===== config.mk =====
export PLATFORM = sky130hd
export DESIGN_NAME = au_cmd_unit
export DESIGN_NICKNAME = d
export VERILOG_FILES = /design/src/au_pkg.sv /design/src/au_cmd_unit.sv /design/src/au_stack.sv
export SDC_FILE = /design/constraint.sdc
export NUM_CORES = 2
export LEC_CHECK = 0
export BUFFER_PORTS_ARGS = -buffer_cell sky130_fd_sc_hd__clkbuf_2
export CELL_PAD_IN_SITES_DETAIL_PLACEMENT = 0
export CELL_PAD_IN_SITES_GLOBAL_PLACEMENT = 1
export CORE_MARGIN = 3
export CORE_UTILIZATION = 54
export CTS_CLUSTER_DIAMETER = 30
export CTS_CLUSTER_SIZE = 14
export DETAILED_ROUTE_END_ITERATION = 12
export PLACE_DENSITY = 0.95
export SETUP_SLACK_MARGIN = 0.4
export SLEW_MARGIN = 25
export SYNTH_ARGS = -nofsm -noshare
export SYNTH_HDL_FRONTEND = slang
export SYNTH_SLANG_ARGS = --single-unit

===== constraint.sdc =====
create_clock -name clk_i -period 92 [get_ports clk_i]
set_clock_uncertainty 0.1 [all_clocks]
set_input_delay 9.2 -clock clk_i [delete_from_list [all_inputs] [get_ports clk_i]]
set_output_delay 9.2 -clock clk_i [all_outputs]
set_load 0.05 [all_outputs]

===== src/au_pkg.sv =====
package au_pkg;

  ////////////////////////////////////////////////////////////////////////////
  // stack geometry: one circular byte store, seen as 4x32 or 8x16
  localparam int STK_BYTES = 16;
  localparam int PTR_W     = 4;
  localparam int CNT_W     = 14;
  localparam int SR_BIT    = 7;
  localparam int FLT_SIGN  = 31;

  // pointer moves, two's complement on PTR_W bits
  localparam logic [PTR_W-1:0] MV_NONE = 4'h0;
  localparam logic [PTR_W-1:0] MV_UP8  = 4'h1;
  localparam logic [PTR_W-1:0] MV_DN8  = 4'hf;
  localparam logic [PTR_W-1:0] MV_UP16 = 4'h2;
  localparam logic [PTR_W-1:0] MV_DN16 = 4'he;
  localparam logic [PTR_W-1:0] MV_UP32 = 4'h4;
  localparam logic [PTR_W-1:0] MV_DN32 = 4'hc;

  // bytes written at the new top, taken from the high end of wdata
  localparam logic [2:0] LEN_0 = 3'h0;
  localparam logic [2:0] LEN_8 = 3'h1;
  localparam logic [2:0] LEN_16 = 3'h2;
  localparam logic [2:0] LEN_32 = 3'h4;

  ////////////////////////////////////////////////////////////////////////////
  // execution lengths in clock cycles
  localparam logic [CNT_W-1:0] CYC_FN_ERR    = 14'h0014;
  localparam logic [CNT_W-1:0] CYC_IDLE      = 14'h0004;
  localparam logic [CNT_W-1:0] CYC_POP32     = 14'h000c;
  localparam logic [CNT_W-1:0] CYC_POP16     = 14'h000a;
  localparam logic [CNT_W-1:0] CYC_DUP32     = 14'h0014;
  localparam logic [CNT_W-1:0] CYC_DUP16     = 14'h0010;
  localparam logic [CNT_W-1:0] CYC_PI        = 14'h0010;
  localparam logic [CNT_W-1:0] CYC_SADD      = 14'h0010;
  localparam logic [CNT_W-1:0] CYC_SHORT_DIVIDE_CMD      = 14'h0054;
  localparam logic [CNT_W-1:0] CYC_SDIV0     = 14'h000e;
  localparam logic [CNT_W-1:0] CYC_SHORT_MULTIPLY_LOW_CMD      = 14'h0054;
  localparam logic [CNT_W-1:0] CYC_SIN       = 14'h0ed4;
  localparam logic [CNT_W-1:0] CYC_SIN_SMALL = 14'h001e;

  ////////////////////////////////////////////////////////////////////////////
  // operand constants and error codes
  localparam logic [31:0] FLT_PI        = 32'h4049_0fdb;
  localparam logic [30:0] SIN_SMALL_MAG = 31'h3980_0000;
  localparam logic [15:0] S16_MNEG      = 16'h8000;
  localparam logic [3:0]  ERR_NONE      = 4'h0;
  localparam logic [3:0]  ERR_DOMAIN    = 4'h4;
  localparam logic [3:0]  ERR_RANGE     = 4'hc;
  localparam logic [3:0]  ERR_DIV0      = 4'h8;

  typedef enum logic [6:0] {
    idle_cmd               = 7'h00,
    circular_ordinate_cmd  = 7'h02,
    common_log_cmd         = 7'h08,
    base_e_inverse_exp_cmd = 7'h09,
    raise_power_cmd        = 7'h0b,
    dup_top_float_cmd      = 7'h17,
    rotate_up_float_cmd    = 7'h18,
    push_pi_cmd            = 7'h1a,
    dup_top_double_cmd     = 7'h37,
    rotate_up_double_cmd   = 7'h38,
    short_add_cmd          = 7'h6c,
    short_multiply_low_cmd = 7'h6e,
    short_divide_cmd       = 7'h6f,
    dup_top_short_cmd      = 7'h77,
    rotate_up_short_cmd    = 7'h78
  } au_cmd_e;

  typedef enum logic [1:0] {
    fn_common_log  = 2'h0,
    fn_natural_log = 2'h1,
    fn_sine        = 2'h2,
    fn_power       = 2'h3
  } au_fn_e;

  typedef enum logic [0:0] {
    ST_IDLE = 1'b0,
    ST_RUN  = 1'b1
  } au_fsm_e;

  typedef struct packed {
    logic       sign;
    logic       zero;
    logic [3:0] err;
    logic       carry;
    logic       ovf;
  } au_stat_s;

  typedef struct packed {
    logic [PTR_W-1:0] delta;
    logic [2:0]       len;
    logic [31:0]      wdata;
  } au_stk_op_s;

  typedef struct packed {
    logic [STK_BYTES-1:0][7:0] mem;
    logic [PTR_W-1:0]          ptr;
  } au_stk_s;

  typedef struct packed {
    au_fsm_e          fsm;
    au_cmd_e          op;
    logic             sr;
    logic [CNT_W-1:0] cnt;
    au_stat_s         stat;
    logic             svc;
    logic [7:0]       dout;
    logic             fn_start;
    au_fn_e           fn_sel;
  } au_state_s;

endpackage


===== src/au_cmd_unit.sv =====
`timescale 1ns/1ps
// Behaviour
// RULE1 - log10 replaces top float, keeps B
// RULE2 - log10 of non-positive gives error 0100
// RULE3 - log10 takes 4474 cycles, 20 on error
// RULE4 - ln replaces top float; non-positive gives 0100
// RULE5 - ln takes 4298 cycles, 20 on error
// RULE6 - idle finishes in 4 cycles, stack untouched
// RULE7 - idle clears the whole status byte
// RULE8 - command bit 7 drives service request line
// RULE9 - both 32-bit pops rotate up, 12 cycles
// RULE10 - 16-bit pop rotates up, 10 cycles
// RULE11 - both 32-bit dups push copy, 20 cycles
// RULE12 - 16-bit dup pushes copy, 16 cycles
// RULE13 - push pi pushes constant, 16 cycles
// RULE14 - power puts B^A on raised stack
// RULE15 - power errors: base 0100, range 1100
// RULE16 - 16-bit add with carry and overflow
// RULE17 - 16-bit divide gives quotient, 84 cycles
// RULE18 - zero divisor returns dividend, 14 cycles
// RULE19 - sine replaces top, 30 cycles if tiny
// RULE20 - low multiply, overflow on nonzero high half
// RULE21 - most negative multiplicand returns itself, overflow
// RULE22 - one circular store for both views
module au_cmd_unit
  import au_pkg::*;
#(
  parameter int LOG10_CYC = 4474, // common log run length
  parameter int LN_CYC    = 4298, // natural log run length
  parameter int PWR_CYC   = 8290  // power run length
) (
  input  wire logic        clk_i,          // device clock
  input  wire logic        srst_i,         // sync reset, active high
  input  wire logic        cmd_valid_i,    // command byte offered
  input  wire logic [7:0]  cmd_i,          // command byte, bit 7 service request
  output logic             cmd_ready_o,    // unit idle, command taken
  input  wire logic        dat_wr_i,       // push operand byte
  input  wire logic        dat_rd_i,       // pop operand byte
  input  wire logic [7:0]  dat_i,          // byte to push
  output logic [7:0]       dat_o,          // last popped byte
  output logic             busy_o,         // command executing
  output logic             done_o,         // last cycle of a command
  output au_stat_s         status_o,       // status byte
  output logic             svc_req_o,      // service request line
  input  wire logic        svc_ack_i,      // release service request
  output logic             fn_start_o,     // start function evaluator
  output au_fn_e           fn_sel_o,       // function to evaluate
  output logic [31:0]      fn_a_o,         // operand at top
  output logic [31:0]      fn_b_o,         // operand at next
  input  wire logic [31:0] fn_result_i,    // function result
  input  wire logic        fn_range_err_i  // power exponent out of range
);

  au_state_s        r;
  au_state_s        nxt;
  au_stk_op_s       stk_op;
  logic [31:0]      tos32;
  logic [31:0]      nos32;
  logic [15:0]      tos16;
  logic [15:0]      nos16;
  logic             go;
  logic             a_nonpos;
  logic             b_nonpos;
  logic             a_small;
  logic [16:0]      sum17;
  logic [31:0]      prod32;
  logic [15:0]      quot16;
  au_cmd_e          cmd_in;

  au_stack u_stack (
    .clk_i   (clk_i),
    .srst_i  (srst_i),
    .op_i    (stk_op),
    .tos32_o (tos32),
    .nos32_o (nos32)
  );

  ////////////////////////////////////////////////////////////////////////////
  // operand views and arithmetic
  assign tos16    = tos32[31:16];
  assign nos16    = tos32[15:0];
  assign cmd_in   = au_cmd_e'(cmd_i[6:0]);
  assign go       = (r.fsm == ST_IDLE) && cmd_valid_i;
  assign a_nonpos = tos32[FLT_SIGN] || (tos32[30:0] == '0);
  assign b_nonpos = nos32[FLT_SIGN] || (nos32[30:0] == '0);
  assign a_small  = tos32[30:0] <= SIN_SMALL_MAG;
  assign sum17    = {1'b0, nos16} + {1'b0, tos16};
  assign prod32   = 32'($signed(nos16) * $signed(tos16));
  // divider only looked at when the divisor is non-zero
  assign quot16   = (tos16 == '0) ? nos16 : 16'($signed(nos16) / $signed(tos16));

  assign cmd_ready_o = (r.fsm == ST_IDLE);
  assign busy_o      = (r.fsm == ST_RUN);
  assign done_o      = (r.fsm == ST_RUN) && (r.cnt == '0);
  assign dat_o       = r.dout;
  assign status_o    = r.stat;
  assign svc_req_o   = r.svc;
  assign fn_start_o  = r.fn_start;
  assign fn_sel_o    = r.fn_sel;
  // stack is frozen while running, so these stay steady for the evaluator
  assign fn_a_o      = tos32;
  assign fn_b_o      = nos32;

  function automatic au_stat_s flags32(logic [31:0] v);
    au_stat_s s;
    s      = '0;
    s.sign = v[FLT_SIGN];
    s.zero = (v == '0);
    return s;
  endfunction

  function automatic au_stat_s flags16(logic [15:0] v);
    au_stat_s s;
    s      = '0;
    s.sign = v[15];
    s.zero = (v == '0);
    return s;
  endfunction

  function automatic logic [CNT_W-1:0] run_len(au_cmd_e c, logic np, logic sm, logic dz);
    logic [CNT_W-1:0] n;
    n = CYC_IDLE;
    case (c)
      common_log_cmd:         n = np ? CYC_FN_ERR : CNT_W'(LOG10_CYC); // RULE3
      base_e_inverse_exp_cmd: n = np ? CYC_FN_ERR : CNT_W'(LN_CYC);    // RULE5
      idle_cmd:               n = CYC_IDLE;                            // RULE6
      rotate_up_double_cmd,
      rotate_up_float_cmd:    n = CYC_POP32;                           // RULE9
      rotate_up_short_cmd:    n = CYC_POP16;                           // RULE10
      dup_top_double_cmd,
      dup_top_float_cmd:      n = CYC_DUP32;                           // RULE11
      dup_top_short_cmd:      n = CYC_DUP16;                           // RULE12
      push_pi_cmd:            n = CYC_PI;                              // RULE13
      raise_power_cmd:        n = CNT_W'(PWR_CYC);                     // RULE14
      short_add_cmd:          n = CYC_SADD;                            // RULE16
      short_divide_cmd:       n = dz ? CYC_SDIV0 : CYC_SHORT_DIVIDE_CMD;           // RULE17 RULE18
      circular_ordinate_cmd:  n = sm ? CYC_SIN_SMALL : CYC_SIN;        // RULE19
      short_multiply_low_cmd: n = CYC_SHORT_MULTIPLY_LOW_CMD;                            // RULE20
      default:                n = CYC_IDLE;
    endcase
    return n;
  endfunction

  ////////////////////////////////////////////////////////////////////////////
  // command sequencer
  always_comb begin
    nxt          = r;
    stk_op       = '0;
    nxt.fn_start = 1'b0;
    if (svc_ack_i) begin
      nxt.svc = 1'b0;
    end
    case (r.fsm)
      ST_IDLE: begin
        if (cmd_valid_i) begin
          nxt.fsm = ST_RUN;
          nxt.op  = cmd_in;
          nxt.sr  = cmd_i[SR_BIT]; // RULE8
          nxt.cnt = run_len(cmd_in, a_nonpos, a_small, tos16 == '0) - CNT_W'(1);
          case (cmd_in)
            common_log_cmd: begin
              nxt.fn_sel   = fn_common_log;
              nxt.fn_start = ~a_nonpos;
            end
            base_e_inverse_exp_cmd: begin
              nxt.fn_sel   = fn_natural_log;
              nxt.fn_start = ~a_nonpos;
            end
            circular_ordinate_cmd: begin
              nxt.fn_sel   = fn_sine;
              nxt.fn_start = 1'b1;
            end
            raise_power_cmd: begin
              nxt.fn_sel   = fn_power;
              nxt.fn_start = ~b_nonpos;
            end
            default: nxt.fn_sel = r.fn_sel;
          endcase
        end else if (dat_wr_i) begin
          stk_op.delta = MV_DN8;
          stk_op.len   = LEN_8;
          stk_op.wdata = {dat_i, 24'h000000};
        end else if (dat_rd_i) begin
          stk_op.delta = MV_UP8;
          nxt.dout     = tos32[31:24];
        end
      end
      ST_RUN: begin
        if (r.cnt != '0) begin
          nxt.cnt = r.cnt - CNT_W'(1);
        end else begin
          nxt.fsm = ST_IDLE;
          nxt.svc = r.sr; // RULE8
          case (r.op)
            idle_cmd: nxt.stat = '0; // RULE6 RULE7
            common_log_cmd,
            base_e_inverse_exp_cmd: begin
              if (a_nonpos) begin
                nxt.stat     = flags32(tos32);
                nxt.stat.err = ERR_DOMAIN; // RULE2 RULE4
              end else begin
                stk_op.len   = LEN_32; // RULE1 RULE4
                stk_op.wdata = fn_result_i;
                nxt.stat     = flags32(fn_result_i);
              end
            end
            circular_ordinate_cmd: begin
              stk_op.len   = LEN_32; // RULE19
              stk_op.wdata = fn_result_i;
              nxt.stat     = flags32(fn_result_i);
            end
            raise_power_cmd: begin
              stk_op.delta = MV_UP32; // RULE14
              stk_op.len   = LEN_32;
              if (b_nonpos) begin
                stk_op.wdata = nos32;
                nxt.stat     = flags32(nos32);
                nxt.stat.err = ERR_DOMAIN; // RULE15
              end else begin
                stk_op.wdata = fn_result_i;
                nxt.stat     = flags32(fn_result_i);
                nxt.stat.err = fn_range_err_i ? ERR_RANGE : ERR_NONE; // RULE15
              end
            end
            rotate_up_double_cmd,
            rotate_up_float_cmd: begin
              stk_op.delta = MV_UP32; // RULE9
              nxt.stat     = flags32(nos32);
            end
            rotate_up_short_cmd: begin
              stk_op.delta = MV_UP16; // RULE10
              nxt.stat     = flags16(nos16);
            end
            dup_top_double_cmd,
            dup_top_float_cmd: begin
              stk_op.delta = MV_DN32; // RULE11
              stk_op.len   = LEN_32;
              stk_op.wdata = tos32;
              nxt.stat     = flags32(tos32);
            end
            dup_top_short_cmd: begin
              stk_op.delta = MV_DN16; // RULE12
              stk_op.len   = LEN_16;
              stk_op.wdata = {tos16, 16'h0000};
              nxt.stat     = flags16(tos16);
            end
            push_pi_cmd: begin
              stk_op.delta = MV_DN32; // RULE13
              stk_op.len   = LEN_32;
              stk_op.wdata = FLT_PI;
              nxt.stat     = flags32(FLT_PI);
            end
            short_add_cmd: begin
              stk_op.delta   = MV_UP16; // RULE16
              stk_op.len     = LEN_16;
              stk_op.wdata   = {sum17[15:0], 16'h0000};
              nxt.stat       = flags16(sum17[15:0]);
              nxt.stat.carry = sum17[16];
              nxt.stat.ovf   = (nos16[15] == tos16[15]) && (sum17[15] != tos16[15]);
            end
            short_divide_cmd: begin
              stk_op.delta = MV_UP16; // RULE17
              stk_op.len   = LEN_16;
              stk_op.wdata = {quot16, 16'h0000};
              nxt.stat     = flags16(quot16);
              if (tos16 == '0) begin
                nxt.stat.err = ERR_DIV0; // RULE18
              end
            end
            short_multiply_low_cmd: begin
              stk_op.delta = MV_UP16;
              stk_op.len   = LEN_16;
              if ((tos16 == S16_MNEG) || (nos16 == S16_MNEG)) begin
                stk_op.wdata = {S16_MNEG, 16'h0000}; // RULE21
                nxt.stat     = flags16(S16_MNEG);
                nxt.stat.ovf = 1'b1;
              end else begin
                stk_op.wdata = {prod32[15:0], 16'h0000}; // RULE20
                nxt.stat     = flags16(prod32[15:0]);
                nxt.stat.ovf = (prod32[31:16] != '0);
              end
            end
            default: nxt.stat = r.stat;
          endcase
        end
      end
      default: nxt.fsm = ST_IDLE;
    endcase
  end

  always_ff @(posedge clk_i) begin
    if (srst_i) begin
      r <= '0;
    end else begin
      r <= nxt;
    end
  end
endmodule // au_cmd_unit


===== src/au_stack.sv =====
`timescale 1ns/1ps
module au_stack
  import au_pkg::*;
(
  input  wire logic        clk_i,   // device clock
  input  wire logic        srst_i,  // sync reset, active high
  input  wire au_stk_op_s  op_i,    // move then write at new top
  output logic [31:0]      tos32_o, // 32-bit top entry
  output logic [31:0]      nos32_o  // 32-bit next entry
);

  au_stk_s                   r;
  au_stk_s                   nxt;
  logic [PTR_W-1:0]          new_ptr;
  logic [STK_BYTES-1:0]      wr_en;
  logic [STK_BYTES-1:0][7:0] wr_byte;
  logic [7:0][7:0]           view;

  assign new_ptr = r.ptr + op_i.delta; // RULE22

  ////////////////////////////////////////////////////////////////////////////
  // one byte store serves both views, so rotations keep them consistent
  genvar g;
  generate
    for (g = 0; g < STK_BYTES; g++) begin : g_byte
      logic [PTR_W-1:0] off;
      assign off        = PTR_W'(g) - new_ptr;
      assign wr_en[g]   = off < PTR_W'(op_i.len);
      assign wr_byte[g] = op_i.wdata[8 * (3 - int'(off[1:0])) +: 8];
    end
    for (g = 0; g < 8; g++) begin : g_view
      assign view[g] = r.mem[r.ptr + PTR_W'(g)]; // RULE22
    end
  endgenerate

  assign tos32_o = {view[0], view[1], view[2], view[3]};
  assign nos32_o = {view[4], view[5], view[6], view[7]};

  always_comb begin
    nxt     = r;
    nxt.ptr = new_ptr;
    for (int i = 0; i < STK_BYTES; i++) begin
      if (wr_en[i]) begin
        nxt.mem[i] = wr_byte[i];
      end
    end
  end

  always_ff @(posedge clk_i) begin
    if (srst_i) begin
      r <= '0;
    end else begin
      r <= nxt;
    end
  end

endmodule // au_stack


==> flow_summary.ini <==
[sta]
hold-worst-slack_ns = 0.3616
fmax_ghz = 0.02259
tightest_slew_ns = 1.214
post-route-min-period_ns = 44.28
fin_tns_setup_ns = 0
fin_crit_sh_pct = 48.13
slew_headroom_pct = 19.09
timing.final.max_slew_violations = 0
setup_viol = 0
grt_setup_unrepaired = no
finalHoldViolCount = 0

[critical_path]
slowest_delay_ns = 0.84
crit_type = flop to flop
path_max_fanout = 47
crit_path_frequent_cell = o21a_1
cp_data_required_time_ns = 92.28
startpoint_type = flop
cp_slowest_cell = dfxtp_4
critPathArrivalTime_ns = 44.56
end_kind = flop

[synthesis]
synthCells = 4134
synth-seq-area-share_pct = 10.10
synth-seq-cells = 173
netlist_area_um2 = 34290
yosys_warnings = 0
syn_avg_cell_area_um2 = 8.294
ys_async_sr_fraction_pct = 0
synthFlopType = dfxtp_1
synth_edf_count = 0
synth.distinct_cells = 105

[cts]
cts_made_buffers = 17
cts.hold.buffers_added = 0
clockRootBuffer = clkbuf_16
cts-resized-gates = 0
clock_path_buffers = 2
clk_pin_slew_ns = 0.08
post_cts.repair.setup_buffers = 0
htree_levels = 4
insertion_delay_ns = 0.46
clock_sinks = 173
cts_tree = built

[finish]
final_cell_mix = 478 x nor2_1, 385 x inv_1, 355 x nand2_1
drive_gt1_share_pct = 13.77
fin_nets = 4749
area_delta_synth_final_pct = 6.207
fillCellCount = 5568
final_common_cell = nor2_1

[routing]
ant_nets = 0
route.vias.total = 34660
wl_per_cell_um = 27.40
routed_wirelength_mm = 137.3
drt_iter0_markers = 4682
first_pass_iters = 10
viasPerCell = 6.917
drcViolationCount = 0

[floorplan]
die_x_um = 258.0
die_area_um2 = 66560
dieHeight_um = 258.0
start_util_pct = 55.05
coreArea_um2 = 62280
row_count = 91
io_pins = 142

[worst_hold_path]
hold_class = flop to flop

[global_routing]
grt_max_degree = 105
antenna_found_initial = 5
grt_pass1_vias = 33240
grt-ovfl-total = 0
grt_usage_pct = 40.59
grt_pass1_wl_mm = 205.2

[placement]
hpwl_mm = 104.7
io_buffers = 139
place_congestion = 1.074

[flow_run]
maxCapViolations = 0

[outcome]
status = complete, no violations
==> routing by layer <==
layer	global-route usage [%]	vias up	routed length, µm
met4	25.09	10	10950
met5	0	-	118
met2	60.97	2587	57710
met1	49.71	16480	48480
li1	-	14930	-
met3	14.66	656	20000
==> final timing paths <==
kind / startpoint / end / slack (ns) / depth (start not counted)
min: status_o[1] / status_o[1] / 0.36 / 2
min reg2reg: status_o[1] / status_o[1] / 0.36 / 2
max: u_stack.r[0] / u_stack.r[112] / 47.72 / 167
max reg2reg: u_stack.r[0] / u_stack.r[112] / 47.72 / 167
==> cells by family after synthesis <==
| kind of cell | count (synthesis) | share of synthesized area, % |
|---|---|---|
| other | 1 | 0.01094 |
| muxes | 319 | 15.32 |
| AOI/OAI and AO/OA | 921 | 18.26 |
| adders and majority gates | 537 | 25.38 |
| xor gates and xnor gates | 146 | 3.795 |
| DFF | 173 | 10.10 |
| buffers and inverters | 635 | 7.634 |
| and+or+nand+nor | 1402 | 19.50 |
==> synth_stat cells, drive strengths merged, types with 58 or more instances <==
master | number | area, µm²
nor2 | 480 | 1802
inv | 392 | 1471
nand2 | 355 | 1333
ha | 273 | 3416
fa | 264 | 5285
a21oi | 206 | 1035
dfxtp | 173 | 3463
o21ai | 167 | 847.1
mux4 | 157 | 3536
clkbuf | 141 | 529.3
nor3 | 139 | 730.7
xnor2 | 100 | 875.8
mux2i | 93 | 934.6
buf | 88 | 545.5
a211oi | 69 | 535.5
mux2 | 69 | 780.7
nand3 | 68 | 340.3
o21a | 58 | 435.4
==> cell type report <==
cell class | count | area (µm²) | area share [%]
Antenna cell | 4 | 10.01 | 0.02749
Clock buffer | 20 | 478.0 | 1.312
Clock inverter | 11 | 141.4 | 0.3883
Inverter | 406 | 1543 | 4.236
Multi-Input combinational cell | 3327 | 28300 | 77.73
Sequential cell | 173 | 3472 | 9.534
Tap cell | 837 | 1047 | 2.876
Timing Repair Buffer | 232 | 1420 | 3.900
==> critical path: cells and delay by family (launching register included) <==
family	cells	cell delay, ns
muxes	12	4.45
DFF	1	0.84
buffers and inverters	7	2.66
AOI/OAI and AO/OA	87	19.10
and+or+nand+nor	42	11.05
adders and majority gates	17	5.39
xor gates and xnor gates	2	0.44
==> sequential cells by signal (all words and copies together) (netlist names) <==
name	cells
svc_req_o	1
u_stack.r	132
r	22
fn_start_o	1
status_o	6
dat_o	8
fn_sel_o	2
busy_o	1
==> per-stage QoR <==
step / utilization (%) / setup WS, ns / std cells / instance area [µm²]
2_1_floorplan: - / 54.81 / 4135 / 34290
3_3_place_gp: 57.39 / 49.61 / 4974 / 35740
3_5_place_dp: 57.40 / 48.58 / 4974 / 35750
4_1_cts: 58.39 / 48.36 / 5005 / 36370
5_1_grt: 58.45 / 44.39 / 5006 / 36410
6_report: 58.47 / 47.72 / 5010 / 36420
Power is left out: the tool's default activity adds up to more than one toggle a clock period on the data nets, which glitch-free logic cannot reach.
